<file path="src/common/video_crc_pkg.sv">
package video_crc_pkg;
	// =====================================================================
	// Register indices; each register's byte address is its index times four.
	localparam logic [7:0] idx_remainder_low = 8'h3c;
	localparam logic [7:0] idx_remainder_high = 8'h3d;
	localparam logic [7:0] idx_line_select = 8'h3e;
	localparam int addr_width = 10;
	localparam logic [addr_width-1:0] addr_remainder_low = {idx_remainder_low, 2'h0};
	localparam logic [addr_width-1:0] addr_remainder_high = {idx_remainder_high, 2'h0};
	localparam logic [addr_width-1:0] addr_line_select = {idx_line_select, 2'h0};
	// =====================================================================
	// Field layout and constants.
	localparam int crc_width = 16;
	localparam int code_width = 5;
	localparam int lines_per_color = 8;
	localparam int line_count = 24;
	localparam logic [crc_width-1:0] crc_poly = 16'h1021;
	localparam logic [crc_width-1:0] crc_seed = 16'h0000;
	localparam logic [4:0] last_line_code = 5'h17;
	localparam logic [31:0] read_zero = 32'h0000_0000;
	localparam int byte_width = 8;
	localparam int low_byte_lsb = 0;
	localparam int high_byte_lsb = 8;
	localparam int color_count = 3;
	localparam logic [4:0] line_code_reset = 5'h00;
	localparam logic hsync_idle = 1'h0;
	// =====================================================================
	// Retrace detector states.
	typedef enum logic [1:0] {
		st_active = 2'b00,
		st_blank_one = 2'b01,
		st_retrace = 2'b10
	} retrace_state_t;
endpackage : video_crc_pkg

</file>
<file path="src/core/video_crc_signature.sv">
`timescale 1ns/10ps
// Notes on behaviour
// - Remainder readable as low and high bytes.
// - Two hsyncs during blanking latch the CRC.
// - Accumulate only while blanking is inactive.
// - Write-only line select picks one of 24.
// - Codes map red, green, blue bits 0-7.
module video_crc_signature
	import video_crc_pkg::*;
#(
	parameter int crc_bits = crc_width,
	parameter int line_total = line_count
)
(
	input wire logic i_clk,
	input wire logic i_rst_b,
	input wire logic psel,
	input wire logic penable,
	input wire logic pwrite,
	input wire logic [addr_width-1:0] paddr,
	input wire logic [31:0] pwdata,
	output logic [31:0] prdata,
	output logic pready,
	output logic pslverr,
	input wire logic [7:0] i_red,
	input wire logic [7:0] i_green,
	input wire logic [7:0] i_blue,
	input wire logic i_hsync,
	input wire logic i_blank
);

	// =====================================================================
	// Elaboration checks.
	if (crc_bits != high_byte_lsb + byte_width) begin : g_bad_crc_bits
		$error("crc_bits must fill exactly the low and high remainder bytes");
	end
	if (line_total != color_count * lines_per_color) begin : g_bad_line_total
		$error("line_total must equal the lines of the three colour buses");
	end
	if (line_total > (1 << code_width)) begin : g_bad_code_width
		$error("the line code is too narrow to reach every line");
	end

	// =====================================================================
	// Register bus decode.
	logic access;
	logic setup_read;
	logic write_select;
	assign access = psel & penable;
	assign setup_read = psel & ~penable & ~pwrite;
	assign write_select = access & pwrite & (paddr == addr_line_select);
	// The bus never stalls and never reports an error.
	assign pready = 1'h1;
	assign pslverr = 1'h0;

	// =====================================================================
	// Line-select register, written on the access edge only.
	// Only the code field is kept; the reserved bits have no effect.
	logic [code_width-1:0] crc_line_code;
	logic [code_width-1:0] next_crc_line_code;
	always_comb begin
		next_crc_line_code = crc_line_code;
		if (write_select) begin
			next_crc_line_code = pwdata[code_width-1:0];
		end
	end
	always_ff @(posedge i_clk or negedge i_rst_b) begin
		if (!i_rst_b) begin
			crc_line_code <= line_code_reset;
		end else begin
			crc_line_code <= next_crc_line_code;
		end
	end

	// =====================================================================
	// Read data, captured in the setup cycle and held until the next read.
	// Capturing early keeps the byte steady if a retrace lands in the access phase.
	// The two bytes are not read atomically: a retrace between them mixes frames.
	logic [crc_bits-1:0] remainder_bits;
	logic [byte_width-1:0] remainder_low;
	logic [byte_width-1:0] remainder_high;
	logic [31:0] next_prdata;
	assign remainder_low = remainder_bits[low_byte_lsb +: byte_width];
	assign remainder_high = remainder_bits[high_byte_lsb +: byte_width];
	always_comb begin
		next_prdata = prdata;
		if (setup_read) begin
			next_prdata = read_zero;
			if (paddr == addr_remainder_low) begin
				next_prdata[byte_width-1:0] = remainder_low;
			end else if (paddr == addr_remainder_high) begin
				next_prdata[byte_width-1:0] = remainder_high;
			end else begin
				next_prdata = read_zero;
			end
		end
	end
	always_ff @(posedge i_clk or negedge i_rst_b) begin
		if (!i_rst_b) begin
			prdata <= read_zero;
		end else begin
			prdata <= next_prdata;
		end
	end

	// =====================================================================
	// Line selection.
	logic sel_bit;
	crc_line_mux u_mux (
		.i_red(i_red),
		.i_green(i_green),
		.i_blue(i_blue),
		.i_code(crc_line_code),
		.o_bit(sel_bit)
	);

	// =====================================================================
	// Horizontal sync edge detector.
	// It resets to the idle level of the sync input, so reset makes no false edge.
	logic hsync_d;
	logic next_hsync_d;
	logic hsync_rise;
	always_comb begin
		next_hsync_d = i_hsync;
	end
	always_ff @(posedge i_clk or negedge i_rst_b) begin
		if (!i_rst_b) begin
			hsync_d <= hsync_idle;
		end else begin
			hsync_d <= next_hsync_d;
		end
	end
	assign hsync_rise = i_hsync & ~hsync_d;

	// =====================================================================
	// Retrace detector: a second sync rise inside one blanking run.
	// Leaving blanking drops a half-seen pair, so line blanking never latches.
	retrace_state_t state;
	retrace_state_t next_state;
	logic latch_frame;
	always_comb begin
		next_state = state;
		latch_frame = 1'h0;
		case (state)
			st_active: begin
				if (i_blank && hsync_rise) begin
					next_state = st_blank_one;
				end
			end
			st_blank_one: begin
				if (!i_blank) begin
					next_state = st_active;
				end else if (hsync_rise) begin
					next_state = st_retrace;
					latch_frame = 1'h1;
				end
			end
			st_retrace: begin
				if (!i_blank) begin
					next_state = st_active;
				end
			end
			default: begin
				next_state = st_active;
			end
		endcase
	end
	always_ff @(posedge i_clk or negedge i_rst_b) begin
		if (!i_rst_b) begin
			state <= st_active;
		end else begin
			state <= next_state;
		end
	end

	// =====================================================================
	// CRC accumulator, one selected bit per active pixel, most significant first.
	// Each bit above bit 0 takes its lower neighbour; each bit adds the feedback where the polynomial taps.
	logic [crc_bits-1:0] crc;
	logic [crc_bits-1:0] next_crc;
	logic [crc_bits-1:0] crc_shifted;
	logic feedback;
	assign feedback = crc[crc_bits-1] ^ sel_bit;
	for (genvar b = 0; b < crc_bits; b++) begin : g_crc_bit
		if (b == 0) begin : g_first
			assign crc_shifted[b] = feedback & crc_poly[b];
		end else begin : g_next
			assign crc_shifted[b] = crc[b-1] ^ (feedback & crc_poly[b]);
		end
	end
	always_comb begin
		next_crc = crc;
		if (latch_frame) begin
			next_crc = crc_seed;
		end else if (!i_blank) begin
			next_crc = crc_shifted;
		end
	end
	always_ff @(posedge i_clk or negedge i_rst_b) begin
		if (!i_rst_b) begin
			crc <= crc_seed;
		end else begin
			crc <= next_crc;
		end
	end

	// =====================================================================
	// Remainder, taken from the accumulator at retrace.
	logic [crc_bits-1:0] next_remainder_bits;
	always_comb begin
		next_remainder_bits = remainder_bits;
		if (latch_frame) begin
			next_remainder_bits = crc;
		end
	end
	always_ff @(posedge i_clk or negedge i_rst_b) begin
		if (!i_rst_b) begin
			remainder_bits <= crc_seed;
		end else begin
			remainder_bits <= next_remainder_bits;
		end
	end
endmodule : video_crc_signature

</file>
<file path="src/core/crc_line_mux.sv">
`timescale 1ns/10ps
module crc_line_mux
	import video_crc_pkg::*;
(
	input wire logic [7:0] i_red,
	input wire logic [7:0] i_green,
	input wire logic [7:0] i_blue,
	input wire logic [code_width-1:0] i_code,
	output logic o_bit
);
	logic [line_count-1:0] lines;
	assign lines = {i_blue, i_green, i_red};
	// Codes above the last line select zero so the CRC stays defined.
	always_comb begin
		if (i_code <= last_line_code) begin
			o_bit = lines[i_code];
		end else begin
			o_bit = 1'b0;
		end
	end
endmodule : crc_line_mux

</file>
<file path="config.mk">
export PLATFORM = sky130hd
export DESIGN_NAME = video_crc_signature
export DESIGN_NICKNAME = d
export VERILOG_FILES = /design/src/common/video_crc_pkg.sv /design/src/core/video_crc_signature.sv /design/src/core/crc_line_mux.sv
export SDC_FILE = /design/constraint.sdc
export NUM_CORES = 1
export LEC_CHECK = 0
export BUFFER_PORTS_ARGS = -buffer_cell sky130_fd_sc_hd__buf_2
export CAP_MARGIN = 10
export CORE_AREA = 2 2 77 79
export CTS_BUF_LIST = sky130_fd_sc_hd__clkbuf_16
export CTS_CLUSTER_DIAMETER = 200
export CTS_CLUSTER_SIZE = 14
export DETAILED_ROUTE_END_ITERATION = 12
export DIE_AREA = 0 0 79 81
export GPL_TIMING_DRIVEN = 0
export PLACE_DENSITY = 0.84
export SLEW_MARGIN = 30
export SYNTH_ARGS = -nofsm -noshare
export SYNTH_HDL_FRONTEND = slang
export SYNTH_SLANG_ARGS = --single-unit
export TNS_END_PERCENT = 30
</file>
<file path="constraint.sdc">
create_clock -name i_clk -period 2.25 [get_ports i_clk]
set_input_delay 0.45 -clock i_clk [delete_from_list [all_inputs] [get_ports i_clk]]
set_output_delay 0.45 -clock i_clk [all_outputs]
set_load 0.005 [all_outputs]
</file>
==> impl_metrics.env, run 1 <==
export IMPL_min_period_ns=2.001
export IMPL_clockBufferDepth=2
export IMPL_num_vias=1882
export IMPL_p_int_w=0.001690
export IMPL_p_per_area_nw_per_um2=735.0
export IMPL_met3_usage_pct=4.333
export IMPL_port_buffers=52
export IMPL_hpwl_um=3604
export IMPL_synth_async_reset_ratio_pct=100.0
export IMPL_fin_crit_sh_pct=88.93
export IMPL_status="finished, final reports clean"
export IMPL_startpoint="crc_line_code[0]"
export IMPL_cts_sinks=48
export IMPL_cts_tree="built"
export IMPL_busiest_layer="met2"
export IMPL_antenna_found_initial=0
export IMPL_dieWidth_um=79
export IMPL_path_max_fanout=10
export IMPL_drv_slew=0
export IMPL_p_clk_share_pct=35.2
export IMPL_htreeDepth=2
export IMPL_ys_types=33
export IMPL_p_seq_share_pct=49.3
export IMPL_ir_drop_uv=424.6
export IMPL_post_cts_buffers=0
export IMPL_syn_avg_cell_area_um2=10.24
export IMPL_multi_input_area_um2=1013
export IMPL_antenna_violating_nets_post_route=0
export IMPL_crit_path_end_kind="flip-flop"
export IMPL_min_path_type="in2async"
export IMPL_drcViolationCount=0
export IMPL_track_usage_pct=16.11
export IMPL_layout_nets=394
export IMPL_cts_buffers_inserted=5
export IMPL_viasPerCell=4.765
export IMPL_hold_viol=0
export IMPL_gp_congestion=0.8095
export IMPL_ys_flop_type="dfrtp_1"
export IMPL_synth_edff_count=0
export IMPL_yosysMostFrequentCell="dfrtp_1"
export IMPL_p_switching_w=0.0005441
export IMPL_synth_seq_area_share_pct=49.28
export IMPL_critPathKind="reg2reg"
export IMPL_std_cell_rows=28
export IMPL_grt_pass1_vias=1864
export IMPL_grtUsageMet2_pct=30.17
export IMPL_cts_hold_buf=0
export IMPL_switching_share_pct=24.36
export IMPL_dp_slack_ns=0.2633
export IMPL_dr_pass1_iters=4
export IMPL_n_antenna_cell=0
export IMPL_clk_pin_slew_ns=0.06
export IMPL_syn_area_um2=2437
export IMPL_yosysTopAreaCellShare_pct=49.28
export IMPL_clock_root_buffer="clkbuf_16"
export IMPL_core_area_um2=5675
export IMPL_use_met1_pct=18.04
export IMPL_required_ns=2.40
export IMPL_grt_max_degree=49
export IMPL_slew_headroom_pct=58.08
export IMPL_yosysWarnings=0
export IMPL_area_growth_pct=24.69
export IMPL_worst_pin_slew_ns=0.6288
export IMPL_clock_skew_ns=0.004127
export IMPL_initial_core_util_pct=42.95
export IMPL_synth_seq_cells=48
export IMPL_overflow=0
export IMPL_dieArea_um2=6399
export IMPL_drt_iter0_drc=131
export IMPL_cts_resized=0
export IMPL_tns_ns=0
export IMPL_synth_largest_area_cell="dfrtp_1"
export IMPL_wl_um=4894
export IMPL_regArea_um2=1201
export IMPL_fillers=503
export IMPL_yosys_top_cells_count="dfrtp_1, o21ai_0, nand2_1, buf_4, inv_1"
export IMPL_crit_arrival_ns=2.15
export IMPL_cap_viol_max_count=0
export IMPL_rsz0062_at_grt="false"
export IMPL_die_height_um=81
export IMPL_drive_gt1_share_pct=32.19
export IMPL_p_comb_share_pct=15.5
export IMPL_setup_viol=0
export IMPL_regToRegStartpoint="crc_line_code[0]"
export IMPL_clk_latency_ns=0.28
export IMPL_clock_fmax_mhz=499.8
export IMPL_wl_per_cell_um=12.39
export IMPL_grt_pass1_wl_um=8190
export IMPL_io_pins=107
export IMPL_synth_area_leaders="dfrtp_1, buf_4, o21ai_0"
export IMPL_synth_cells=238
export IMPL_finalWorstSetupSlack_ns=0.2491
export IMPL_critPathLaunchType="flip-flop"
export IMPL_p_leak_nw=1.579
-- per-layer routing --
metal,vias to the layer above,part of all wire (%)
li1,927,-
met1,887,39
met2,61,53
met3,7,6.7
met4,0,1.2
met5,-,0
-- critical path, stage by stage, from the launching register on --
cell and delay, ns:
dfrtp_1 0.34, buf_6 0.16, mux4_2 0.50, or2_1 0.23, nand4b_2 0.15, a311oi_1 0.10, or3b_1 0.38
-- cell type report --
type,count,share of cell area [%]
flip-flops and latches,48,39.52
multi-input cells,161,33.35
repair buffers,52,8.646
plain buffers,38,8.440
clock buffers,5,4.117
well taps,75,3.088
inverters,15,1.853
clock inverters,1,0.9881
-- cell usage in the layout, fill, tap and decap left out, types with 2 or more instances in the layout --
master / n
nand4b_2: 2
nor2_1: 2
mux4_2: 3
a31o_2: 2
nand3_1: 13
or2_1: 2
or3_1: 2
and2b_1: 2
buf_2: 51
a311oi_1: 2
o21ai_0: 34
a31oi_1: 4
a21oi_1: 2
nor3_1: 2
mux2i_1: 14
buf_4: 27
inv_1: 15
clkbuf_1: 9
nand4_1: 5
dfrtp_1: 48
clkbuf_16: 5
xor2_1: 2
mux2_2: 8
nand2_1: 27
conb_1: 26
-- worst paths after layout --
path                             endpoint  slack [ns]  depth (start not counted)
min in group i_clk                hsync_d        0.29                          1
worst min register to register  prdata[6]        0.47                          2
max in group asynchronous         crc[14]        1.70                          1
worst min-delay path            prdata[1]        0.17                          1
worst max register to register     crc[0]        0.25                          6
worst max-delay path               crc[0]        0.25                          6
-- flip-flops by register name, summed over array words and instances, names as in the netlist --
register        count
crc_line_code       5
remainder_bits     16
state               2
crc                16
prdata              8
hsync_d             1
-- cells by family after synthesis --
| kind of cell | share of synthesized area, % |
|---|---|
| AO/OA/AOI/OAI | 10.93 |
| XOR/XNOR | 1.078 |
| buffers and inverters | 12.83 |
| flip-flops | 49.28 |
| multiplexers | 12.22 |
| other | 0.3081 |
| AND/OR/NAND/NOR | 13.35 |
-- power groups by stage --
stage / Combinational, W / Clock, W / Sequential (W)
2_1_floorplan: 0.000241 / 0 / 0.00108
3_3_place_gp: 0.000326 / 0 / 0.00110
3_5_place_dp: 0.000340 / 0 / 0.00111
4_1_cts: 0.000349 / 0.000800 / 0.00110
5_1_grt: 0.000404 / 0.000840 / 0.00112
6_report: 0.000347 / 0.000786 / 0.00110
-- stage by stage --
step                      power [W]  area [µm²]  hold WS (ns)  instances  utilization [%]
after detailed placement   0.001453        2884        0.4655        389            50.82
after CTS                  0.002249        3039        0.1889        395            53.55
after global routing       0.002361        3039        0.2118        395            53.55
after global placement     0.001429        2882        0.4435        389            50.77
after floorplan            0.001324        2527        0.1544        262                -
final                      0.002234        3039        0.1724        395            53.55
Note: power is estimated with default switching activity, not from simulation.
==> run 2: changes to the inputs <==
Settings changed: CORE_AREA 2 2 77 79 to 2 2 78 80, DIE_AREA 0 0 79 81 to 0 0 80 82, PLACE_DENSITY 0.84 to 0.83, SYNTH_HIERARCHICAL set to 1.
==> run 2 against run 1 <==
Net effect:
- design area increased by 1.0%
- first-iteration DRC count decreased by 37%
- worst setup slack got worse by 0.061 ns
- clock-buffer cell count unchanged
- critical path type unchanged
- total power increased by 0.70%
- sequential power increased by 5%
- core utilization decreased by 0.11 points
==> impl_metrics.env, run 2 <==
export IMPL_area_growth_pct=23.56
export IMPL_synth_seq_area_share_pct=48.34
export IMPL_n_antenna_cell=0
export IMPL_drive_gt1_share_pct=40.40
export IMPL_min_period_ns=2.062
export IMPL_syn_avg_cell_area_um2=11.56
export IMPL_htreeDepth=2
export IMPL_path_max_fanout=7
export IMPL_initial_core_util_pct=43.25
export IMPL_port_buffers=51
export IMPL_hpwl_um=3532
export IMPL_crit_arrival_ns=2.21
export IMPL_synth_area_leaders="dfrtp_1, mux2_2, buf_4"
export IMPL_viasPerCell=4.712
export IMPL_yosys_top_cells_count="dfrtp_1, buf_4, nand2_1, mux2_2, o22ai_1"
export IMPL_use_met1_pct=16.50
export IMPL_cap_viol_max_count=0
export IMPL_busiest_layer="met2"
export IMPL_synth_seq_cells=48
export IMPL_ir_drop_uv=397.3
export IMPL_cts_hold_buf=0
export IMPL_yosysMostFrequentCell="dfrtp_1"
export IMPL_holdWs_ns=0.1575
export IMPL_syn_area_um2=2485
export IMPL_final_common_cell="buf_2"
export IMPL_cts_buffers_inserted=5
export IMPL_grt_max_degree=49
export IMPL_final_cell_mix="buf_2, dfrtp_1, buf_4, nand2_1, conb_1"
export IMPL_crit_chain="mux4_1, mux2_2, nand2_1, o211ai_1, xor2_2, xnor2_1, o22ai_1"
export IMPL_r2r_slack_ns=0.19
export IMPL_fin_cells=372
export IMPL_slowest_delay_ns=0.55
export IMPL_ys_flop_type="dfrtp_1"
export IMPL_grtUsageMet2_pct=27.08
export IMPL_cts_sinks=48
export IMPL_p_comb_share_pct=17.9
export IMPL_slew_headroom_pct=60.87
export IMPL_synth_largest_area_cell="dfrtp_1"
export IMPL_grt_pass1_vias=1713
export IMPL_layout_nets=370
export IMPL_p_per_area_nw_per_um2=732.6
export IMPL_status="finished, final reports clean"
export IMPL_dieArea_um2=6560
export IMPL_clk_pin_slew_ns=0.06
export IMPL_switching_share_pct=25.73
export IMPL_p_seq_share_pct=51.6
export IMPL_slowest_stage="mux4_1"
export IMPL_p_clk_share_pct=30.5
export IMPL_p_int_w=0.001670
export IMPL_dp_cells=365
export IMPL_clock_fmax_mhz=485.1
export IMPL_dr_pass1_iters=6
export IMPL_core_area_um2=5746
export IMPL_gp_congestion=0.7975
export IMPL_synth_async_reset_ratio_pct=100.0
export IMPL_min_path_type="in2async"
export IMPL_yosysTopAreaCellShare_pct=48.34
export IMPL_worst_r2r_endpoint="crc[12]"
export IMPL_antenna_violating_nets_post_route=0
export IMPL_die_height_um=82
export IMPL_track_usage_pct=15.29
export IMPL_wl_um=4604
export IMPL_std_cell_rows=28
export IMPL_regToRegStartpoint="crc_line_code[0]"
export IMPL_drt_iter0_drc=82
export IMPL_setup_viol=0
export IMPL_post_cts_buffers=0
export IMPL_num_vias=1753
export IMPL_fin_crit_sh_pct=91.62
export IMPL_p_switching_w=0.0005788
export IMPL_cts_tree="built"
export IMPL_critPathLaunchType="flip-flop"
export IMPL_p_leak_nw=1.604
export IMPL_rsz0062_at_grt="false"
export IMPL_antenna_found_initial=0
export IMPL_crit_path_end_kind="flip-flop"
export IMPL_clockBufferDepth=2
export IMPL_hold_viol=0
export IMPL_cts_resized=0
export IMPL_power_total_w=0.002249
export IMPL_drcViolationCount=0
export IMPL_yosysWarnings=6
export IMPL_io_pins=107
export IMPL_overflow=0
export IMPL_met3_usage_pct=4.505
export IMPL_grt_pass1_wl_um=7603
export IMPL_synth_cells=215
export IMPL_clock_skew_ns=0.004002
export IMPL_drv_slew=0
export IMPL_tns_ns=0
export IMPL_clk_latency_ns=0.29
export IMPL_dieWidth_um=80
export IMPL_worst_pin_slew_ns=0.5870
export IMPL_critPathKind="reg2reg"
export IMPL_largestRegisters="crc (16), remainder_bits (16), prdata (8)"
export IMPL_synth_edff_count=0
export IMPL_required_ns=2.40
export IMPL_r2r_cells=7
export IMPL_wl_per_cell_um=12.38
export IMPL_clock_root_buffer="clkbuf_16"
export IMPL_ys_types=34
-- run 2: final cells by class --
cell class	instances	area, µm²
fillers	498	2675
multi-input cells	141	1062
well taps	75	93.84
clock inverters	2	8.758
repair buffers	51	257.7
inverters	13	48.80
clock buffers	5	125.1
flip-flops and latches	48	1204
plain buffers	37	270.3
-- run 2: layer usage --
layer | vias up | share of wire (%)
met5 | - | 0
met4 | 0 | 2.3
met3 | 11 | 7.4
met2 | 61 | 52
met1 | 824 | 38
li1 | 857 | -
-- run 2: how the worst max path moves through the flow --
stage | start | slack (ns) | to | depth (start not counted)
6_report | crc_line_code[0] | 0.19 | crc[12] | 7
5_1_grt | crc_line_code[1] | 0.03 | crc[5] | 7
4_1_cts | crc_line_code[0] | 0.05 | crc[12] | 7
3_3_place_gp | i_blue[1] | 0.04 | crc[5] | 8
3_5_place_dp | crc_line_code[1] | 0.06 | crc[12] | 7
2_1_floorplan | crc_line_code[1] | 0.25 | crc[12] | 7
-- run 2: logic make-up (layout without fill, tap and decap cells) --
group / Yosys count / in the layout / share of synthesized area, %
AOI/OAI and AO/OA: 26 / 26 / 7.201
buffers and inverters: 50 / 108 / 12.84
xor gates and xnor gates: 4 / 4 / 1.410
muxes: 39 / 39 / 19.29
DFF: 48 / 48 / 48.34
other: 2 / 26 / 0.3022
and+or+nand+nor: 46 / 46 / 10.62
-- run 2: critical path: cells and delay by family, from the launching register on --
kind	cells	cell delay, ns
flip-flops	1	0.43
AO/OA/AOI/OAI	2	0.21
multiplexers	2	0.83
AND/OR/NAND/NOR	1	0.08
XOR/XNOR	2	0.39
-- run 2: per-stage QoR --
step	utilization, %	cell area, µm²	worst slack [ns]
global route	53.44	3070	0.02538
floorplan	-	2575	0.2513
CTS	53.27	3060	0.04677
finish	53.44	3070	0.1885
detailed placement	50.94	2927	0.05835
global placement	50.89	2924	0.04320
-- run 2: power groups by stage --
| stage | Clock (W) | Combinational (W) | Sequential [W] |
|---|---|---|---|
| after floorplan | 0 | 0.000305 | 0.00113 |
| after global placement | 0 | 0.000384 | 0.00116 |
| after detailed placement | 0 | 0.000400 | 0.00117 |
| after CTS | 0.000701 | 0.000403 | 0.00116 |
| after global routing | 0.000740 | 0.000453 | 0.00118 |
| final | 0.000686 | 0.000403 | 0.00116 |
==> run 3: changes to the inputs <==
Settings changed: ABC_AREA set to 1, CORE_AREA 2 2 78 80 to 2 2 81 83, CTS_CLUSTER_SIZE 14 to unset, DIE_AREA 0 0 80 82 to 0 0 83 85.
==> run 3 against run 2 <==
Net effect:
- worst setup slack better by 0.012 ns
- critical path depth up 5
- design area up 7.6%
- register-to-register slack about the same
- worst hold slack better by 0.013 ns
- combinational power up 8.7%
- sequential share of layout area down 2.8 points
- largest power group unchanged
==> impl_metrics.env, run 3 <==
export IMPL_synth_edff_count=0
export IMPL_synth_top_family_by_area="simple AND/OR/NAND/NOR gates"
export IMPL_clock_fmax_mhz=487.9
export IMPL_grt_pass1_wl_um=9825
export IMPL_drive_gt1_share_pct=33.67
export IMPL_tns_ns=0
export IMPL_p_int_w=0.001585
export IMPL_antenna_violating_nets_post_route=0
export IMPL_yosysWarnings=6
export IMPL_final_cell_mix="nand2_1, buf_2, dfrtp_1, inv_1, buf_4"
export IMPL_slew_headroom_pct=61.48
export IMPL_synth_compound_area_share_pct=11.56
export IMPL_critPathKind="reg2reg"
export IMPL_switching_share_pct=28.11
export IMPL_synth_seq_area_share_pct=44.20
export IMPL_dieArea_um2=7055
export IMPL_clk_pin_slew_ns=0.06
export IMPL_fin_util_pct=53.24
export IMPL_cts_resized=0
export IMPL_overflow=0
export IMPL_cap_viol_max_count=0
export IMPL_p_clk_share_pct=31.6
export IMPL_p_switching_w=0.0006198
export IMPL_final_common_cell="nand2_1"
export IMPL_syn_avg_cell_area_um2=8.655
export IMPL_synthAdderAreaFrac_pct=0
export IMPL_ir_drop_uv=382.0
export IMPL_initial_core_util_pct=43.80
export IMPL_synth_async_reset_ratio_pct=100.0
export IMPL_ys_types=27
export IMPL_area_growth_pct=21.55
export IMPL_syn_area_um2=2718
export IMPL_multi_input_area_um2=1191
export IMPL_wl_um=5603
export IMPL_drt_iter0_drc=167
export IMPL_fillers=564
export IMPL_hpwl_um=4244
export IMPL_min_period_ns=2.050
export IMPL_gp_congestion=0.8083
export IMPL_num_vias=2244
export IMPL_muxShareOfSynthArea_pct=0
export IMPL_grt_pass1_vias=2221
export IMPL_yosys_top_cells_count="nand2_1, dfrtp_1, buf_4, inv_1, nand3_1"
export IMPL_synth_simple_area_share_pct=28.36
export IMPL_dieWidth_um=83
export IMPL_synth_xor_area_share_pct=0.3223
export IMPL_wl_per_cell_um=11.80
export IMPL_cts_hold_buf=0
export IMPL_htreeDepth=2
export IMPL_path_max_fanout=8
export IMPL_fin_crit_sh_pct=91.10
export IMPL_p_comb_share_pct=19.9
export IMPL_port_buffers=52
export IMPL_ys_flop_type="dfrtp_1"
export IMPL_worst_pin_slew_ns=0.5779
export IMPL_p_per_area_nw_per_um2=667.4
export IMPL_yosysTopAreaCellShare_pct=44.20
export IMPL_n_antenna_cell=0
export IMPL_largestRegisters="crc (16), remainder_bits (16), prdata (8)"
export IMPL_drcViolationCount=0
export IMPL_dr_pass1_iters=4
export IMPL_io_pins=107
export IMPL_crit_path_end_kind="flip-flop"
export IMPL_synth_area_leaders="dfrtp_1, nand2_1, buf_4"
export IMPL_grt_max_degree=49
export IMPL_synth_largest_area_cell="dfrtp_1"
export IMPL_viasPerCell=4.724
export IMPL_hold_viol=0
export IMPL_clockBufferDepth=2
export IMPL_required_ns=2.41
export IMPL_cts_buffers_inserted=5
export IMPL_post_cts_buffers=0
export IMPL_cts_sinks=48
export IMPL_p_seq_share_pct=48.6
export IMPL_rsz0062_at_grt="false"
export IMPL_critPathLaunchType="flip-flop"
export IMPL_power_total_w=0.002205
export IMPL_core_area_um2=6205
export IMPL_layout_nets=470
export IMPL_clk_latency_ns=0.29
export IMPL_die_height_um=85
export IMPL_yosysMostFrequentCell="nand2_1"
export IMPL_antenna_found_initial=0
export IMPL_regArea_um2=1201
export IMPL_setup_viol=0
export IMPL_clock_root_buffer="clkbuf_16"
export IMPL_synth_seq_cells=48
export IMPL_min_path_type="in2async"
export IMPL_p_leak_nw=1.806
export IMPL_drv_slew=0
export IMPL_clock_skew_ns=0.003482
export IMPL_synth_cells=314
export IMPL_holdWs_ns=0.1709
export IMPL_cts_tree="built"
export IMPL_crit_arrival_ns=2.21
export IMPL_track_usage_pct=17.02
export IMPL_status="finished, final reports clean"
export IMPL_std_cell_rows=29
==> run 3: layout make-up <==
class	count	area share, %
sequential	48	36.36
multi-input combinational	223	36.06
buffer	36	8.977
timing repair buffer	52	7.955
clock buffer	5	3.788
inverter	31	3.598
tap	77	2.917
clock inverter	3	0.3409
==> run 3: power by group through the flow <==
| stage | Clock (W) | Sequential (W) | Combinational [W] |
|---|---|---|---|
| floorplan | 0 | 0.00106 | 0.000320 |
| global placement | 0 | 0.00108 | 0.000416 |
| detailed placement | 0 | 0.00108 | 0.000437 |
| CTS | 0.000719 | 0.00107 | 0.000444 |
| global route | 0.000750 | 0.00108 | 0.000496 |
| finish | 0.000696 | 0.00107 | 0.000438 |
==> run 3: path summary, 6_finish.rpt <==
path                                       start                 to  slack [ns]  cells after the start
min in group i_clk                       i_hsync            hsync_d        0.28                      1
worst min register to register         prdata[0]          prdata[0]        0.47                      2
worst max register to register  crc_line_code[1]            crc[12]        0.20                     12
max in group asynchronous                i_rst_b  remainder_bits[5]        1.69                      1
worst min-delay path                     i_rst_b             crc[4]        0.17                      1
worst max-delay path            crc_line_code[1]            crc[12]        0.20                     12
==> run 3: critical path, stage by stage (launching register included) <==
cell and delay [ns]:
dfrtp_1 0.46, inv_1 0.20, nand3_1 0.10, nand2_1 0.09
nand2_1 0.06, nand3_1 0.07, nand2_1 0.05, nand2_1 0.05
nand2_1 0.08, xnor2_1 0.44, inv_1 0.11, nor2_1 0.12
o22ai_1 0.10
==> run 3: kinds of logic (layout without fill, tap and decap cells) <==
kind of cell / after synthesis / in the layout
AND/OR/NAND/NOR: 160 / 160
buffers and inverters: 67 / 127
flip-flops: 48 / 48
AO/OA/AOI/OAI: 36 / 36
other: 2 / 26
XOR/XNOR: 1 / 1
==> run 3: per-stage QoR <==
step,cell area [µm²],cells,setup WS [ns]
after floorplan,2808,338,0.6288
after CTS,3303,475,0.1901
final,3303,475,0.2003
after detailed placement,3167,467,0.2237
after global placement,3164,467,0.3187
after global routing,3303,475,0.03400
==> run 3: metal layers <==
layer / vias to the layer above / GRT usage (%) / part of all wire [%]
li1: 1138 / - / -
met1: 1034 / 19.79 / 41
met2: 63 / 30.65 / 51
met3: 9 / 4.572 / 5.7
met4: 0 / 5.514 / 1.7
met5: - / 0 / 0
